## src/logic/lpc_pkg.sv

```systemverilog
// Purpose: constants and carriers for the low-power memory clock/CKE sequencer
// Assumes: one command slot per link clock cycle
// Notes:   cycle counts derive from times at the 40 MHz rate
package lpc_pkg;
  localparam int unsigned CLK_PERIOD_PS = 25000;
  localparam int unsigned T_DQSCK_MAX_PS = 5500;
  localparam int unsigned T_WR_PS = 15000;
  localparam int unsigned T_IHCKE_PS = 250;
  localparam int unsigned T_ISCKE_PS = 250;
  localparam int unsigned T_MRW_CK = 5;
  localparam int unsigned T_XP_PS = 7500;
  localparam int unsigned T_CKE_CK = 3;
  function automatic int unsigned ru(input int unsigned t);
    return (t + CLK_PERIOD_PS - 1) / CLK_PERIOD_PS;
  endfunction
  function automatic int unsigned atLeastOne(input int unsigned c);
    return (c < 1) ? 1 : c;
  endfunction
  localparam int unsigned DQSCK_CYC = atLeastOne(ru(T_DQSCK_MAX_PS));
  localparam int unsigned WR_CYC = atLeastOne(ru(T_WR_PS));
  localparam int unsigned IHCKE_CYC = atLeastOne(ru(T_IHCKE_PS));
  localparam int unsigned ISCKE_CYC = atLeastOne(ru(T_ISCKE_PS));
  localparam int unsigned XP_CYC = atLeastOne(ru(T_XP_PS));
  localparam int unsigned STABLE_CLKS = 2;
  localparam int unsigned CKWIDTH = 8;
  localparam logic [2:0] CA_DPD = 3'h3;
  localparam logic [2:0] CA_NOP = 3'h7;
  localparam logic [2:0] CA_REFAB = 3'h4;
  localparam logic [2:0] CA_MRW = 3'h0;
  localparam logic [2:0] CA_READ = 3'h5;
  localparam logic [2:0] CA_WRITE = 3'h1;
  typedef enum logic [2:0] {
    CMD_NONE, CMD_READ, CMD_WRITE, CMD_REFRESH, CMD_MRW, CMD_OTHER
  } lpc_cmd_t;
  typedef struct packed {
    logic cke;
    logic csB;
    logic [2:0] ca;
    logic ckT;
    logic ckC;
  } lpc_pins_t;
  typedef struct packed {
    logic [7:0] rl;
    logic [7:0] wl;
    logic [7:0] bl;
  } lpc_cfg_t;
endpackage : lpc_pkg

```

## src/logic/lpc_ctrl.sv

```systemverilog
// Purpose: controller side sequencing of power-down, deep power-down and clock stop
// Assumes: user issues one request at a time; init sequence run by caller
// Notes:   cmdReady is combinational; pins come from flops
//
// Notes on behaviour
// - read to power-down waits RL+RU(dqsck)+BL/2+1
// - write to power-down waits WL+1+BL/2+RU(tWR)
// - refresh to power-down waits tIHCKE
// - mode write to power-down waits tMRW
// - NOP follows deep power-down entry
// - CKE stays high during mode accesses
// - DPD exit: CKE high, tISCKE, stable clock
// - full initialization after deep power-down exit
// - clock change only with banks settled
// - keep clock two cycles after CKE falls
// - two good clocks before CKE rises
// - each clock period within limits
// - stopped clock parks true low, complement high
// - CKE-high clock change needs CS high, idle
// - reprogram latencies after frequency change
// - NOP needs CKE level unchanged
// - illegal event forces power-down and re-init
// - power-down exit with CS high, wait tXP
`timescale 1ns/10ps
module lpc_ctrl #(
  parameter int unsigned CKDIV = 2
) (
  input  wire logic              clock,
  input  wire logic              rst_b,
  input  wire lpc_pkg::lpc_cmd_t cmdIn,
  input  wire logic              cmdValid,
  output logic                   cmdReady,
  input  wire lpc_pkg::lpc_cfg_t cfg,
  input  wire logic              pdReq,
  input  wire logic              dpdReq,
  input  wire logic              clkStopReq,
  input  wire logic              wakeReq,
  input  wire logic              illegalEvt,
  input  wire logic              banksSettled,
  output logic                   needInit,
  output logic                   linkReady,
  output lpc_pkg::lpc_pins_t     pins
);
  typedef enum logic [2:0] {S_RUN, S_PD, S_DPD, S_STOP, S_WAKE} lpc_state_t;
  // system clocks per link clock period, and the run-in before cke may rise
  localparam int unsigned LINK_SYS = 2 * CKDIV;
  localparam int unsigned RUN_MIN  = lpc_pkg::STABLE_CLKS * LINK_SYS;
  lpc_state_t state_ff;
  logic [lpc_pkg::CKWIDTH-1:0] runCnt_ff;
  logic                        linkTick;
  logic [lpc_pkg::CKWIDTH-1:0] gate_ff;
  logic [lpc_pkg::CKWIDTH-1:0] lowCnt_ff;
  logic [lpc_pkg::CKWIDTH-1:0] wakeCnt_ff;
  logic [lpc_pkg::CKWIDTH-1:0] divCnt_ff;
  logic ckRun_ff, ckPh_ff, lastDpd_ff, needInit_ff;
  logic [lpc_pkg::CKWIDTH-1:0] nxt_gate;
  logic issue, enterPd, enterDpd, stopOk, mrwBusy;

  // entry delay computed from live latency settings
  always_comb begin
    nxt_gate = (gate_ff != '0) ? gate_ff - 8'h01 : '0;
    if (issue) begin
      unique case (cmdIn)
        // gaps are link cycles, counted here in system clocks
        lpc_pkg::CMD_READ: nxt_gate = 8'((int'(cfg.rl) + lpc_pkg::DQSCK_CYC
                                          + int'(cfg.bl >> 1) + 1) * LINK_SYS);
        lpc_pkg::CMD_WRITE: nxt_gate = 8'((int'(cfg.wl) + 1 + int'(cfg.bl >> 1)
                                           + lpc_pkg::WR_CYC) * LINK_SYS);
        lpc_pkg::CMD_REFRESH: nxt_gate = 8'(lpc_pkg::IHCKE_CYC * LINK_SYS);
        lpc_pkg::CMD_MRW: nxt_gate = 8'(lpc_pkg::T_MRW_CK * LINK_SYS);
        default: nxt_gate = (gate_ff != '0) ? gate_ff - 8'h01 : '0;
      endcase
    end
  end

  assign mrwBusy = (gate_ff != '0);
  // pins change only one system clock before a link rise, so each stands a whole link cycle
  assign linkTick = ckRun_ff && !ckPh_ff && (divCnt_ff == 8'(CKDIV - 1));
  assign cmdReady = (state_ff == S_RUN) && linkReady && linkTick && !needInit_ff;
  assign issue = cmdValid && cmdReady;
  assign enterPd = (state_ff == S_RUN) && linkTick && !issue && !mrwBusy
                   && (pdReq || clkStopReq);
  assign enterDpd = (state_ff == S_RUN) && linkTick && !issue && !mrwBusy && dpdReq;
  assign stopOk = banksSettled && (lowCnt_ff >= 8'(RUN_MIN));

  // system clocks run since the last restart, saturating
  always_ff @(posedge clock or negedge rst_b) begin
    if (!rst_b) runCnt_ff <= '0;
    else if (!ckRun_ff) runCnt_ff <= '0;
    else if (runCnt_ff != '1) runCnt_ff <= runCnt_ff + 8'h01;
  end

  always_ff @(posedge clock or negedge rst_b) begin
    if (!rst_b) gate_ff <= '0;
    else gate_ff <= nxt_gate;
  end

  // cycles since CKE fell, saturating
  always_ff @(posedge clock or negedge rst_b) begin
    if (!rst_b) lowCnt_ff <= '0;
    else if (state_ff == S_RUN || state_ff == S_WAKE) lowCnt_ff <= '0;
    else if (lowCnt_ff != '1) lowCnt_ff <= lowCnt_ff + 8'h01;
  end

  always_ff @(posedge clock or negedge rst_b) begin
    if (!rst_b) state_ff <= S_RUN;
    else begin
      unique case (state_ff)
        S_RUN: begin
          if (illegalEvt && linkTick) state_ff <= S_DPD;
          else if (enterDpd) state_ff <= S_DPD;
          else if (enterPd) state_ff <= clkStopReq ? S_STOP : S_PD;
        end
        S_PD: if (wakeReq && runCnt_ff >= 8'(RUN_MIN)) state_ff <= S_WAKE;
        S_STOP: if (wakeReq && !ckRun_ff) state_ff <= S_PD;
        S_DPD: if (wakeReq) state_ff <= S_WAKE;
        S_WAKE: if (wakeCnt_ff == '0) state_ff <= S_RUN;
      endcase
    end
  end

  // clock runs except in stop after two cycles restart ahead of CKE
  always_ff @(posedge clock or negedge rst_b) begin
    if (!rst_b) ckRun_ff <= 1'b1;
    else if (state_ff == S_STOP && stopOk && !wakeReq) ckRun_ff <= 1'b0;
    else if (wakeReq) ckRun_ff <= 1'b1;
  end

  // fixed divider keeps every period equal park true low
  always_ff @(posedge clock or negedge rst_b) begin
    if (!rst_b) begin
      divCnt_ff <= '0;
      ckPh_ff <= 1'b0;
    end else if (!ckRun_ff) begin
      divCnt_ff <= '0;
      ckPh_ff <= 1'b0;
    end else if (divCnt_ff == 8'(CKDIV - 1)) begin
      divCnt_ff <= '0;
      ckPh_ff <= !ckPh_ff;
    end else divCnt_ff <= divCnt_ff + 8'h01;
  end

  // wake hold covers two clocks plus tXP, tISCKE and tCKE
  always_ff @(posedge clock or negedge rst_b) begin
    if (!rst_b) wakeCnt_ff <= '0;
    else if (state_ff != S_WAKE) wakeCnt_ff <= 8'((lpc_pkg::STABLE_CLKS * 2 * CKDIV)
                                  + lpc_pkg::XP_CYC + lpc_pkg::ISCKE_CYC + lpc_pkg::T_CKE_CK);
    else if (wakeCnt_ff != '0) wakeCnt_ff <= wakeCnt_ff - 8'h01;
  end

  // after DPD the caller must re-init; contents treated lost
  always_ff @(posedge clock or negedge rst_b) begin
    if (!rst_b) needInit_ff <= 1'b0;
    else if (state_ff == S_DPD) needInit_ff <= 1'b1;
    else if (issue && cmdIn == lpc_pkg::CMD_MRW) needInit_ff <= 1'b0;
  end
  assign needInit = needInit_ff;

  always_ff @(posedge clock or negedge rst_b) begin
    if (!rst_b) lastDpd_ff <= 1'b0;
    else if (linkTick) lastDpd_ff <= enterDpd || (state_ff == S_RUN && illegalEvt);
  end

  assign linkReady = ckRun_ff && (state_ff == S_RUN);

  // pin drive; NOP uses CS high whenever CKE steady
  always_ff @(posedge clock or negedge rst_b) begin
    if (!rst_b) pins <= '{cke: 1'b1, csB: 1'b1, ca: lpc_pkg::CA_NOP, ckT: 1'b0, ckC: 1'b1};
    else begin
      pins.ckT <= ckRun_ff ? ckPh_ff : 1'b0;
      pins.ckC <= ckRun_ff ? !ckPh_ff : 1'b1;
      if (linkTick) begin
        pins.csB <= 1'b1;
        pins.ca <= lpc_pkg::CA_NOP;
        if (state_ff == S_RUN && (enterDpd || illegalEvt)) begin
          pins.cke <= 1'b0;
          pins.csB <= 1'b0;
          pins.ca <= lpc_pkg::CA_DPD;
        end else if (enterPd) pins.cke <= 1'b0;
        else if (state_ff == S_WAKE || state_ff == S_RUN) pins.cke <= 1'b1;
        else if (lastDpd_ff) pins.cke <= 1'b0;
        if (issue) begin
          pins.csB <= 1'b0;
          unique case (cmdIn)
            lpc_pkg::CMD_READ: pins.ca <= lpc_pkg::CA_READ;
            lpc_pkg::CMD_WRITE: pins.ca <= lpc_pkg::CA_WRITE;
            lpc_pkg::CMD_REFRESH: pins.ca <= lpc_pkg::CA_REFAB;
            lpc_pkg::CMD_MRW: pins.ca <= lpc_pkg::CA_MRW;
            default: pins.csB <= 1'b1;
          endcase
        end
      end
    end
  end

  a_pd_gap: assert property (@(posedge clock) disable iff (!rst_b)
    (issue && cmdIn == lpc_pkg::CMD_READ) |=> !enterPd [*2]) else $error("early pd after read");
  a_mrw_cke: assert property (@(posedge clock) disable iff (!rst_b)
    (issue && cmdIn == lpc_pkg::CMD_MRW) |=> pins.cke [*4]) else $error("cke low in mrw");
  a_dpd_nop: assert property (@(posedge clock) disable iff (!rst_b)
    (linkTick && !pins.csB && pins.ca == lpc_pkg::CA_DPD) |=> pins.csB)
    else $error("no nop after dpd");
  a_park_clk: assert property (@(posedge clock) disable iff (!rst_b)
    !ckRun_ff |=> (!pins.ckT && pins.ckC)) else $error("clock not parked");
  a_stop_hold: assert property (@(posedge clock) disable iff (!rst_b)
    $fell(pins.cke) |-> ckRun_ff [*2]) else $error("clock stopped early");
  a_wake_clk: assert property (@(posedge clock) disable iff (!rst_b)
    $rose(pins.cke) |-> (runCnt_ff >= 8'(RUN_MIN))) else $error("cke rose without clock");
  a_stop_late: assert property (@(posedge clock) disable iff (!rst_b)
    $fell(ckRun_ff) |-> (lowCnt_ff >= 8'(RUN_MIN))) else $error("clock stopped too soon");
  a_pd_cs: assert property (@(posedge clock) disable iff (!rst_b)
    $rose(pins.cke) |-> pins.csB) else $error("exit with cs low");
  a_init_dpd: assert property (@(posedge clock) disable iff (!rst_b)
    (state_ff == S_DPD) |=> needInit_ff) else $error("init flag missing");
endmodule : lpc_ctrl

```

## config.mk

```make
export PLATFORM = sky130hd
export DESIGN_NAME = lpc_ctrl
export DESIGN_NICKNAME = d
export VERILOG_FILES = /design/src/logic/lpc_pkg.sv /design/src/logic/lpc_ctrl.sv
export SDC_FILE = /design/constraint.sdc
export NUM_CORES = 1
export LEC_CHECK = 0
export CAP_MARGIN = 20
export CORE_UTILIZATION = 25
export DETAILED_ROUTE_END_ITERATION = 8
export DONT_BUFFER_PORTS = 1
export GPL_TIMING_DRIVEN = 0
export PLACE_DENSITY = 0.37
export SYNTH_ARGS = -nofsm -noshare
export SYNTH_HDL_FRONTEND = slang
export SYNTH_SLANG_ARGS = --single-unit
```

## constraint.sdc

```tcl
create_clock -name clock -period 2.14 [get_ports clock]
set_input_delay 0.214 -clock clock [delete_from_list [all_inputs] [get_ports clock]]
set_output_delay 0.214 -clock clock [all_outputs]
set_load 0.02 [all_outputs]
```

==> summary.txt, run 1 <==
Yosys
  • Asr flop ratio synth: 1.00
  • Commonest cells in the netlist: 47 x dfrtp_1, 39 x nor2_1, 27 x ha_1
  • Ys flop type: dfrtp_1
  • Synth area leaders: dfrtp_1 35%, ha_1 10%, dfstp_2 5.4%
  • Fraction of the mapped netlist area in compound gates: 0.160
  • Synthesized area per cell: about 9.6 um^2
  • XOR/XNOR Fraction of Synth Area: 0.0774
  • Synth top area share: 0.346
  • Number of synthesized register bits: 54
  • Post-synthesis adder-cell area fraction: 0.111
  • Seq/Total Area, Yosys: 0.401
  • Mux cell area share after synthesis: 0
  • Largest family of logic cells by synthesized area: simple AND/OR/NAND/NOR gates
  • Post-Syn Area: 3390 um^2
  • Top-count cell post-synth: dfrtp_1
  • Synth unique cells: between 50 and 60
  • Cells after Synth: approximately 350
  • Synthesized net count: 417
  • Synth Area in Simple Gates: 0.212
  • Synth warn: 0
  • Largest area contributor in the netlist: dfrtp_1
  • EDFF count, synth: 0

Timing
  • Final worst path period share: 1.03
  • RSZ-0062 raised after global routing: true
  • Clock skew: 0.00537 ns
  • FMAX: roughly 0.45 GHz
  • Setup slack after layout: -0.0679 ns
  • Pins over their slew limit: 0
  • Worst Tran Pin Value: about 0.62 ns
  • Final Hold Viols: 0
  • Rel. slew slack: 0.578
  • Setup TNS Final: -0.0895 ns
  • Hold slack final: 0.116 ns
  • Fin crit period: 2.21 ns
  • Setup Viol. Count Final: 2

Global route
  • Total gr overflow: 0
  • First-pass GRT wire length: 13300 um
  • Largest net degree at the start of global routing: 55
  • All-Layer GR Usage: 0.119
  • Vias in the first global route: 2629
  • Initial antenna violation count: 0

Drt
  • Post-DR vias/cell: 4.67
  • Via count: between 2000 and 3000
  • Drt initial violations: roughly 140
  • Residual DRC count: 0
  • Wirelength per Cell: roughly 14 um
  • Total Wirelength: approximately 8000 um
  • DRT antenna net count: 0
  • Pre-antenna DRT Iters: 4

Placed design
  • Post-DP HPWL: ~5600 um
  • IO Port Bufs: 0
  • Setup WS pre-CTS: -0.250 ns
  • GP Congestion: a little under 0.7
  • Placed insts: 528

Power
  • Flop pwr share: 0.382
  • VDD IR max: roughly 0.39 mV
  • Clk pwr share: 0.183
  • Combinational share of power: 0.435
  • Sw frac: 0.400
  • Cell Pwr Density: 1190 nW/um^2
  • NetSw: about 1900 uW
  • Static Leakage: 0.00169 uW
  • P_int: 2860 uW

Layout
  • Multi-input gate area: about 2000 um^2
  • Total Nets Final: 437
  • Share of layout cells above drive strength 1: 0.158
  • FILL cells: roughly 1400
  • Non-Filler Instances: ~550
  • Layout area overhead: 18.0%
  • # diodes: 0
  • Sequential Area: 1360 um^2

Floorplanning
  • Die W: between 100 and 150 um
  • Starting Density: 0.256
  • Die Height: ~120 um
  • Die footprint: roughly 14000 um^2
  • Placeable Area: between 10000 and 15000 um^2
  • Std-Cell Rows: 42
  • Ports: between 40 and 50

Outcome
  • Failing checks: negative setup slack
  • Status: complete, but fails checks

CTS
  • Clk root buf: clkbuf_16
  • H-tree levels: 2
  • CTS tree: yes
  • CTS max path bufs: 2
  • Clk sink count: 54
  • Total CTS buffers: 5
  • Clk slew on worst S/H paths: ~0.08 ns
  • Clock latency on the worst-skew pair: ~0.30 ns

Critical path
  • CP Data Arrival Time: 2.39 ns
  • Worst Setup End Kind: flip-flop
  • Reg2Reg Setup Slack: -0.07 ns
  • CP Max Fanout: 5
  • Worst Setup Start Kind: flip-flop
  • Reg2Reg Depth: 8
  • Reg2reg start: gate_ff[1]$_DFF_PN0_
  • CP Class: reg2reg
  • Worst R2R End: state_ff[0]$_DFFE_PN0P_
  • Required time worst endpoint: ~2.3 ns

Run
  • Max_cap viols: 0

Worst hold path
  • Hold path depth: 3
  • Hold Path Class: in2reg
  • WHS Endpoint: pins[2]$_DFFE_PN1N_
  • Worst Hold Launch: cmdIn[1]
==> power by group through the flow <==
stage / Sequential (uW) / Clock [uW] / Combinational (uW)
floorplan: 1740 / 0 / 1430
global placement: 1840 / 0 / 1730
detailed placement: 1840 / 0 / 1760
CTS: 1830 / 910 / 1990
global route: 1880 / 941 / 2330
finish: 1820 / 871 / 2070
==> sequential cells by signal, summed over array words and instances (netlist names) <==
register,count
state_ff,3
runCnt_ff,8
ckPh_ff,1
needInit,1
gate_ff,8
lastDpd_ff,1
pins,7
ckRun_ff,1
divCnt_ff,8
wakeCnt_ff,8
lowCnt_ff,8
==> metrics by stage <==
step | total power (uW) | utilization | instance area (um^2)
final | 4760 | 0.303 | 4010
after global routing | 5150 | 0.303 | 4010
after global placement | 3570 | 0.274 | 3630
after detailed placement | 3590 | 0.274 | 3630
after floorplan | 3170 | - | 3410
after CTS | 4720 | 0.297 | 3930
==> layer usage <==
| metal | vias up | track usage | share of wire |
|---|---|---|---|
| li1 | 1290 | - | - |
| met1 | 1243 | 0.152 | 0.47 |
| met2 | 26 | 0.206 | 0.50 |
| met3 | 5 | 0.0188 | 0.022 |
| met4 | 0 | 0.0309 | 0.011 |
| met5 | - | 0 | 0 |
==> repair_timing <==
action / CTS / global route
resized for setup: 13 / 10
buffers inserted: 7 / 4
hold buffers: 2 / 1
hold endpoints to repair: 54 / 1
endpoints found under the setup margin: 14 / 11
pin swaps: 4 / 3
==> logic make-up (layout without fill, tap and decap cells) <==
logic type	after synthesis	count (layout)
xor+xnor	30	30
compound gates	76	76
simple gates	135	135
flops	54	54
buf+inv	28	49
fa+ha+maj	29	29
==> how the worst max path moves through the flow <==
stage,start,to,slack (ns),depth (start not counted)
final,gate_ff[1]$_DFF_PN0_,state_ff[0]$_DFFE_PN0P_,-0.07,8
after global routing,gate_ff[1]$_DFF_PN0_,state_ff[0]$_DFFE_PN0P_,-0.15,8
after CTS,gate_ff[0]$_DFF_PN0_,state_ff[0]$_DFFE_PN0P_,-0.11,8
after detailed placement,divCnt_ff[1]$_DFF_PN0_,cmdReady,-0.25,6
after global placement,divCnt_ff[1]$_DFF_PN0_,cmdReady,-0.25,6
after floorplan,gate_ff[0]$_DFF_PN0_,state_ff[0]$_DFFE_PN0P_,-0.04,8
==> cell usage in the layout, fill, tap and decap left out, types with 4 or more instances in the layout <==
cell and n:
dfrtp_1 45, nor2_1 38, ha_1 26, nand2_1 23, inv_1 17, xnor2_1 17
nand3_1 15, a21oi_1 15, xor2_1 13, o21ai_0 11, buf_4 11, nor3_1 10
nor2b_1 8, a21o_1 7, a31oi_1 7, dfstp_2 7, and3_1 5, and2_1 5
a22oi_1 5, clkbuf_16 5, clkbuf_1 4, o31ai_1 4
==> worst max-delay path: stages (launching register included) <==
cell and delay (ns):
dfrtp_1 0.39, inv_2 0.08, ha_4 0.14, or4b_4 0.50
a2111oi_4 0.31, o21ai_2 0.11, o2bb2ai_4 0.14, nand2b_4 0.15
a221o_1 0.28
==> cell type report <==
class                      count  area share
clock inverter                 2     0.00406
sequential                    54       0.340
buffer                         8      0.0156
timing repair buffer          14      0.0325
tap                          176      0.0550
clock buffer                   6      0.0347
inverter                      19      0.0178
multi-input combinational    270       0.500
(Power assumes the default switching activity.)
==> run 2, diff against run 1 <==
--- a/config.mk
+++ b/config.mk
@@ -7,6 +7,7 @@
 export LEC_CHECK = 0
 export CAP_MARGIN = 20
 export CORE_UTILIZATION = 25
+export CTS_CLUSTER_SIZE = 10
 export DETAILED_ROUTE_END_ITERATION = 8
 export DONT_BUFFER_PORTS = 1
 export GPL_TIMING_DRIVEN = 0
==> constraint.sdc (replaced) <==
create_clock -name clock -period 2.14 [get_ports clock]
set_input_delay 0.214 -clock clock [delete_from_list [all_inputs] [get_ports clock]]
set_output_delay 0.214 -clock clock [all_outputs]
set_load 0.01 [all_outputs]
==> run 2 against run 1 <==
Net effect:
- the flow still finishes with violations (negative setup slack)
- final cell count decreased by 0.18%
- worst setup slack about the same
- first-iteration DRC count decreased by 11%
- die area unchanged
- highest routed layer unchanged
==> summary.txt, run 2 (synthesis results as in run 1) <==
Placed design
  • Post-DP HPWL: 5600 um (unchanged)
  • Setup WS pre-CTS: -0.223 ns (was -0.250 ns)
  • GP Congestion: 0.694 (unchanged)
  • Placed Area: 3630 um^2 (unchanged)
  • IO Port Bufs: 0 (unchanged)

Drt
  • Total Wirelength: 7880 um (was 7890 um)
  • Pre-antenna DRT Iters: 4 (unchanged)
  • Via count: 2575 (was 2564)
  • Residual DRC count: 0 (unchanged)
  • Wirelength per Cell: 14.4 um (about the same)
  • Post-DR vias/cell: 4.70 (was 4.67)
  • Drt initial violations: 126 (was 141)
  • DRT antenna net count: 0 (unchanged)

CTS
  • CTS max path bufs: 2 (unchanged)
  • CTS tree: yes (unchanged)
  • Clock latency on the worst-skew pair: 0.30 ns (about the same)
  • Clk sink count: 54 (unchanged)
  • Clk slew on worst S/H paths: 0.07 ns (was 0.08 ns)
  • Clk root buf: clkbuf_16 (unchanged)
  • H-tree levels: 2 (unchanged)
  • Total CTS buffers: 5 (unchanged)

Global route
  • Largest net degree at the start of global routing: 55 (unchanged)
  • First-pass GRT wire length: 13300 um (about the same)
  • Vias in the first global route: 2637 (was 2629)
  • All-Layer GR Usage: 0.119 (about the same)
  • Total gr overflow: 0 (unchanged)
  • Initial antenna violation count: 0 (unchanged)

Timing
  • Final worst path period share: 1.03 (about the same)
  • Setup slack after layout: -0.0674 ns (was -0.0679 ns)
  • RSZ-0062 raised after global routing: true (unchanged)
  • Rel. slew slack: 0.604 (was 0.578)
  • Pins over their slew limit: 0 (unchanged)
  • Clock skew: 0.00419 ns (was 0.00537 ns)
  • FMAX: 0.453 GHz (about the same)
  • Final Hold Viols: 0 (unchanged)
  • Fin crit period: 2.21 ns (about the same)
  • Worst Tran Pin Value: 0.585 ns (was 0.624 ns)
  • Setup Viol. Count Final: 2 (unchanged)

Outcome
  • Status: complete, but fails checks (unchanged)
  • Failing checks: negative setup slack (unchanged)

Worst hold path
  • Hold Path Class: in2reg (unchanged)

Floorplanning
  • Die Height: 119 um (unchanged)
  • Die W: 119 um (unchanged)
  • Std-Cell Rows: 42 (unchanged)
  • Starting Density: 0.256 (unchanged)
  • Placeable Area: 13200 um^2 (unchanged)
  • Die footprint: 14000 um^2 (unchanged)
  • Ports: 46 (unchanged)

Critical path
  • Reg2Reg Setup Slack: -0.07 ns (about the same)
  • Worst R2R End: state_ff[0]$_DFFE_PN0P_ (unchanged)
  • CP Data Arrival Time: 2.39 ns (about the same)
  • CP Max Fanout: 5 (unchanged)
  • Required time worst endpoint: 2.33 ns (about the same)
  • Worst Setup SP: gate_ff[1]$_DFF_PN0_ (unchanged)
  • Worst Setup Start Kind: flip-flop (unchanged)
  • Reg2Reg Depth: 8 (unchanged)
  • Worst Setup End Kind: flip-flop (unchanged)
  • Reg2reg start: gate_ff[1]$_DFF_PN0_ (unchanged)
  • Worst setup path end: state_ff[0]$_DFFE_PN0P_ (unchanged)
  • CP Class: reg2reg (unchanged)

Layout
  • FILL cells: 1419 (was 1417)
  • Final instance area: 4000 um^2 (was 4010 um^2)
  • # diodes: 0 (unchanged)
  • Commonest non-fill, non-tap cells in the layout: 46 x dfrtp_1, 38 x nor2_1, 26 x ha_1, 23 x nand2_1 (was 45 x dfrtp_1, 38 x nor2_1, 26 x ha_1, 23 x nand2_1)
  • Layout area overhead: 17.8% (was 18.0%)
  • Final core occ: 0.302 (was 0.303)
  • Total Nets Final: 436 (was 437)
  • Share of layout cells above drive strength 1: 0.153 (was 0.158)
  • Most common cell after layout, fill and taps aside: dfrtp_1 (unchanged)

Power
  • Static Leakage: 0.00168 uW (was 0.00169 uW)
  • Total power: 4680 uW (was 4760 uW)
  • VDD IR max: 0.384 mV (was 0.388 mV)
  • Cell Pwr Density: 1170 nW/um^2 (was 1190 nW/um^2)

Run
  • Max_cap viols: 0 (unchanged)
## run 2: cell count changes in the layout (fill, tap and decap cells not counted)
cell,change
dfrtp_2,-1
dfrtp_1,+1
buf_4,-1
## run 2: timing repair
action / 4_1_cts / 5_1_grt
setup buffers: 7 / 3
hold buffers: 2 / 1
gates cloned: 0 / 0
pin swaps: 3 / 3
hold endpoints to repair: 54 / 1
gates resized for setup: 13 / 9
setup endpoints to repair: 14 / 12
## run 2: metrics by stage
stage	TNS (ns)	hold WS, ns	cells
detailed placement	-0.778	-0.0798	528
CTS	-0.225	0.00388	545
global route	-0.369	0.136	548
floorplan	-0.0381	-0.0816	352
global placement	-0.789	-0.0801	528
finish	-0.0894	0.117	548
## run 2: worst min path at each step
stage	startpoint	endpoint	depth (start not counted)
6_report	cmdIn[1]	pins[2]$_DFFE_PN1N_	3
3_3_place_gp	rst_b	wakeCnt_ff[4]$_DFFE_PN0P_	0
4_1_cts	wakeReq	ckRun_ff$_DFFE_PN1P_	1
3_5_place_dp	rst_b	wakeCnt_ff[4]$_DFFE_PN0P_	0
5_1_grt	cmdIn[1]	pins[2]$_DFFE_PN1N_	3
2_1_floorplan	rst_b	ckPh_ff$_DFFE_PN0P_	0
## run 2: layout make-up
cell class,instances,area (um^2),share of cell area
multi-input cells,270,2000,0.501
flip-flops and latches,54,1360,0.341
well taps,176,220,0.0551
clock buffers,6,139,0.0347
repair buffers,13,123,0.0307
inverters,19,71.3,0.0178
plain buffers,8,62.6,0.0156
clock inverters,2,16.3,0.00407
## run 2: critical path: stages, from the launching register on
cell and delay (ns):
dfrtp_1 0.39, inv_2 0.08, ha_4 0.14, or4b_4 0.50, a2111oi_4 0.31, o21ai_2 0.11, o2bb2ai_4 0.14, nand2b_4 0.15
a221o_1 0.28
## run 2: per-layer routing
metal	vias up	share of wire	track usage
li1	1285	-	-
met1	1259	0.46	0.152
met2	26	0.51	0.207
met3	5	0.021	0.0188
met4	0	0.011	0.0309
met5	-	0	0
## run 2: power by group
part	total [uW]	internal [uW]	switching, uW
clock	865	471	394
combinational	2040	971	1070
sequential	1780	1400	378
total	4680	2840	1840
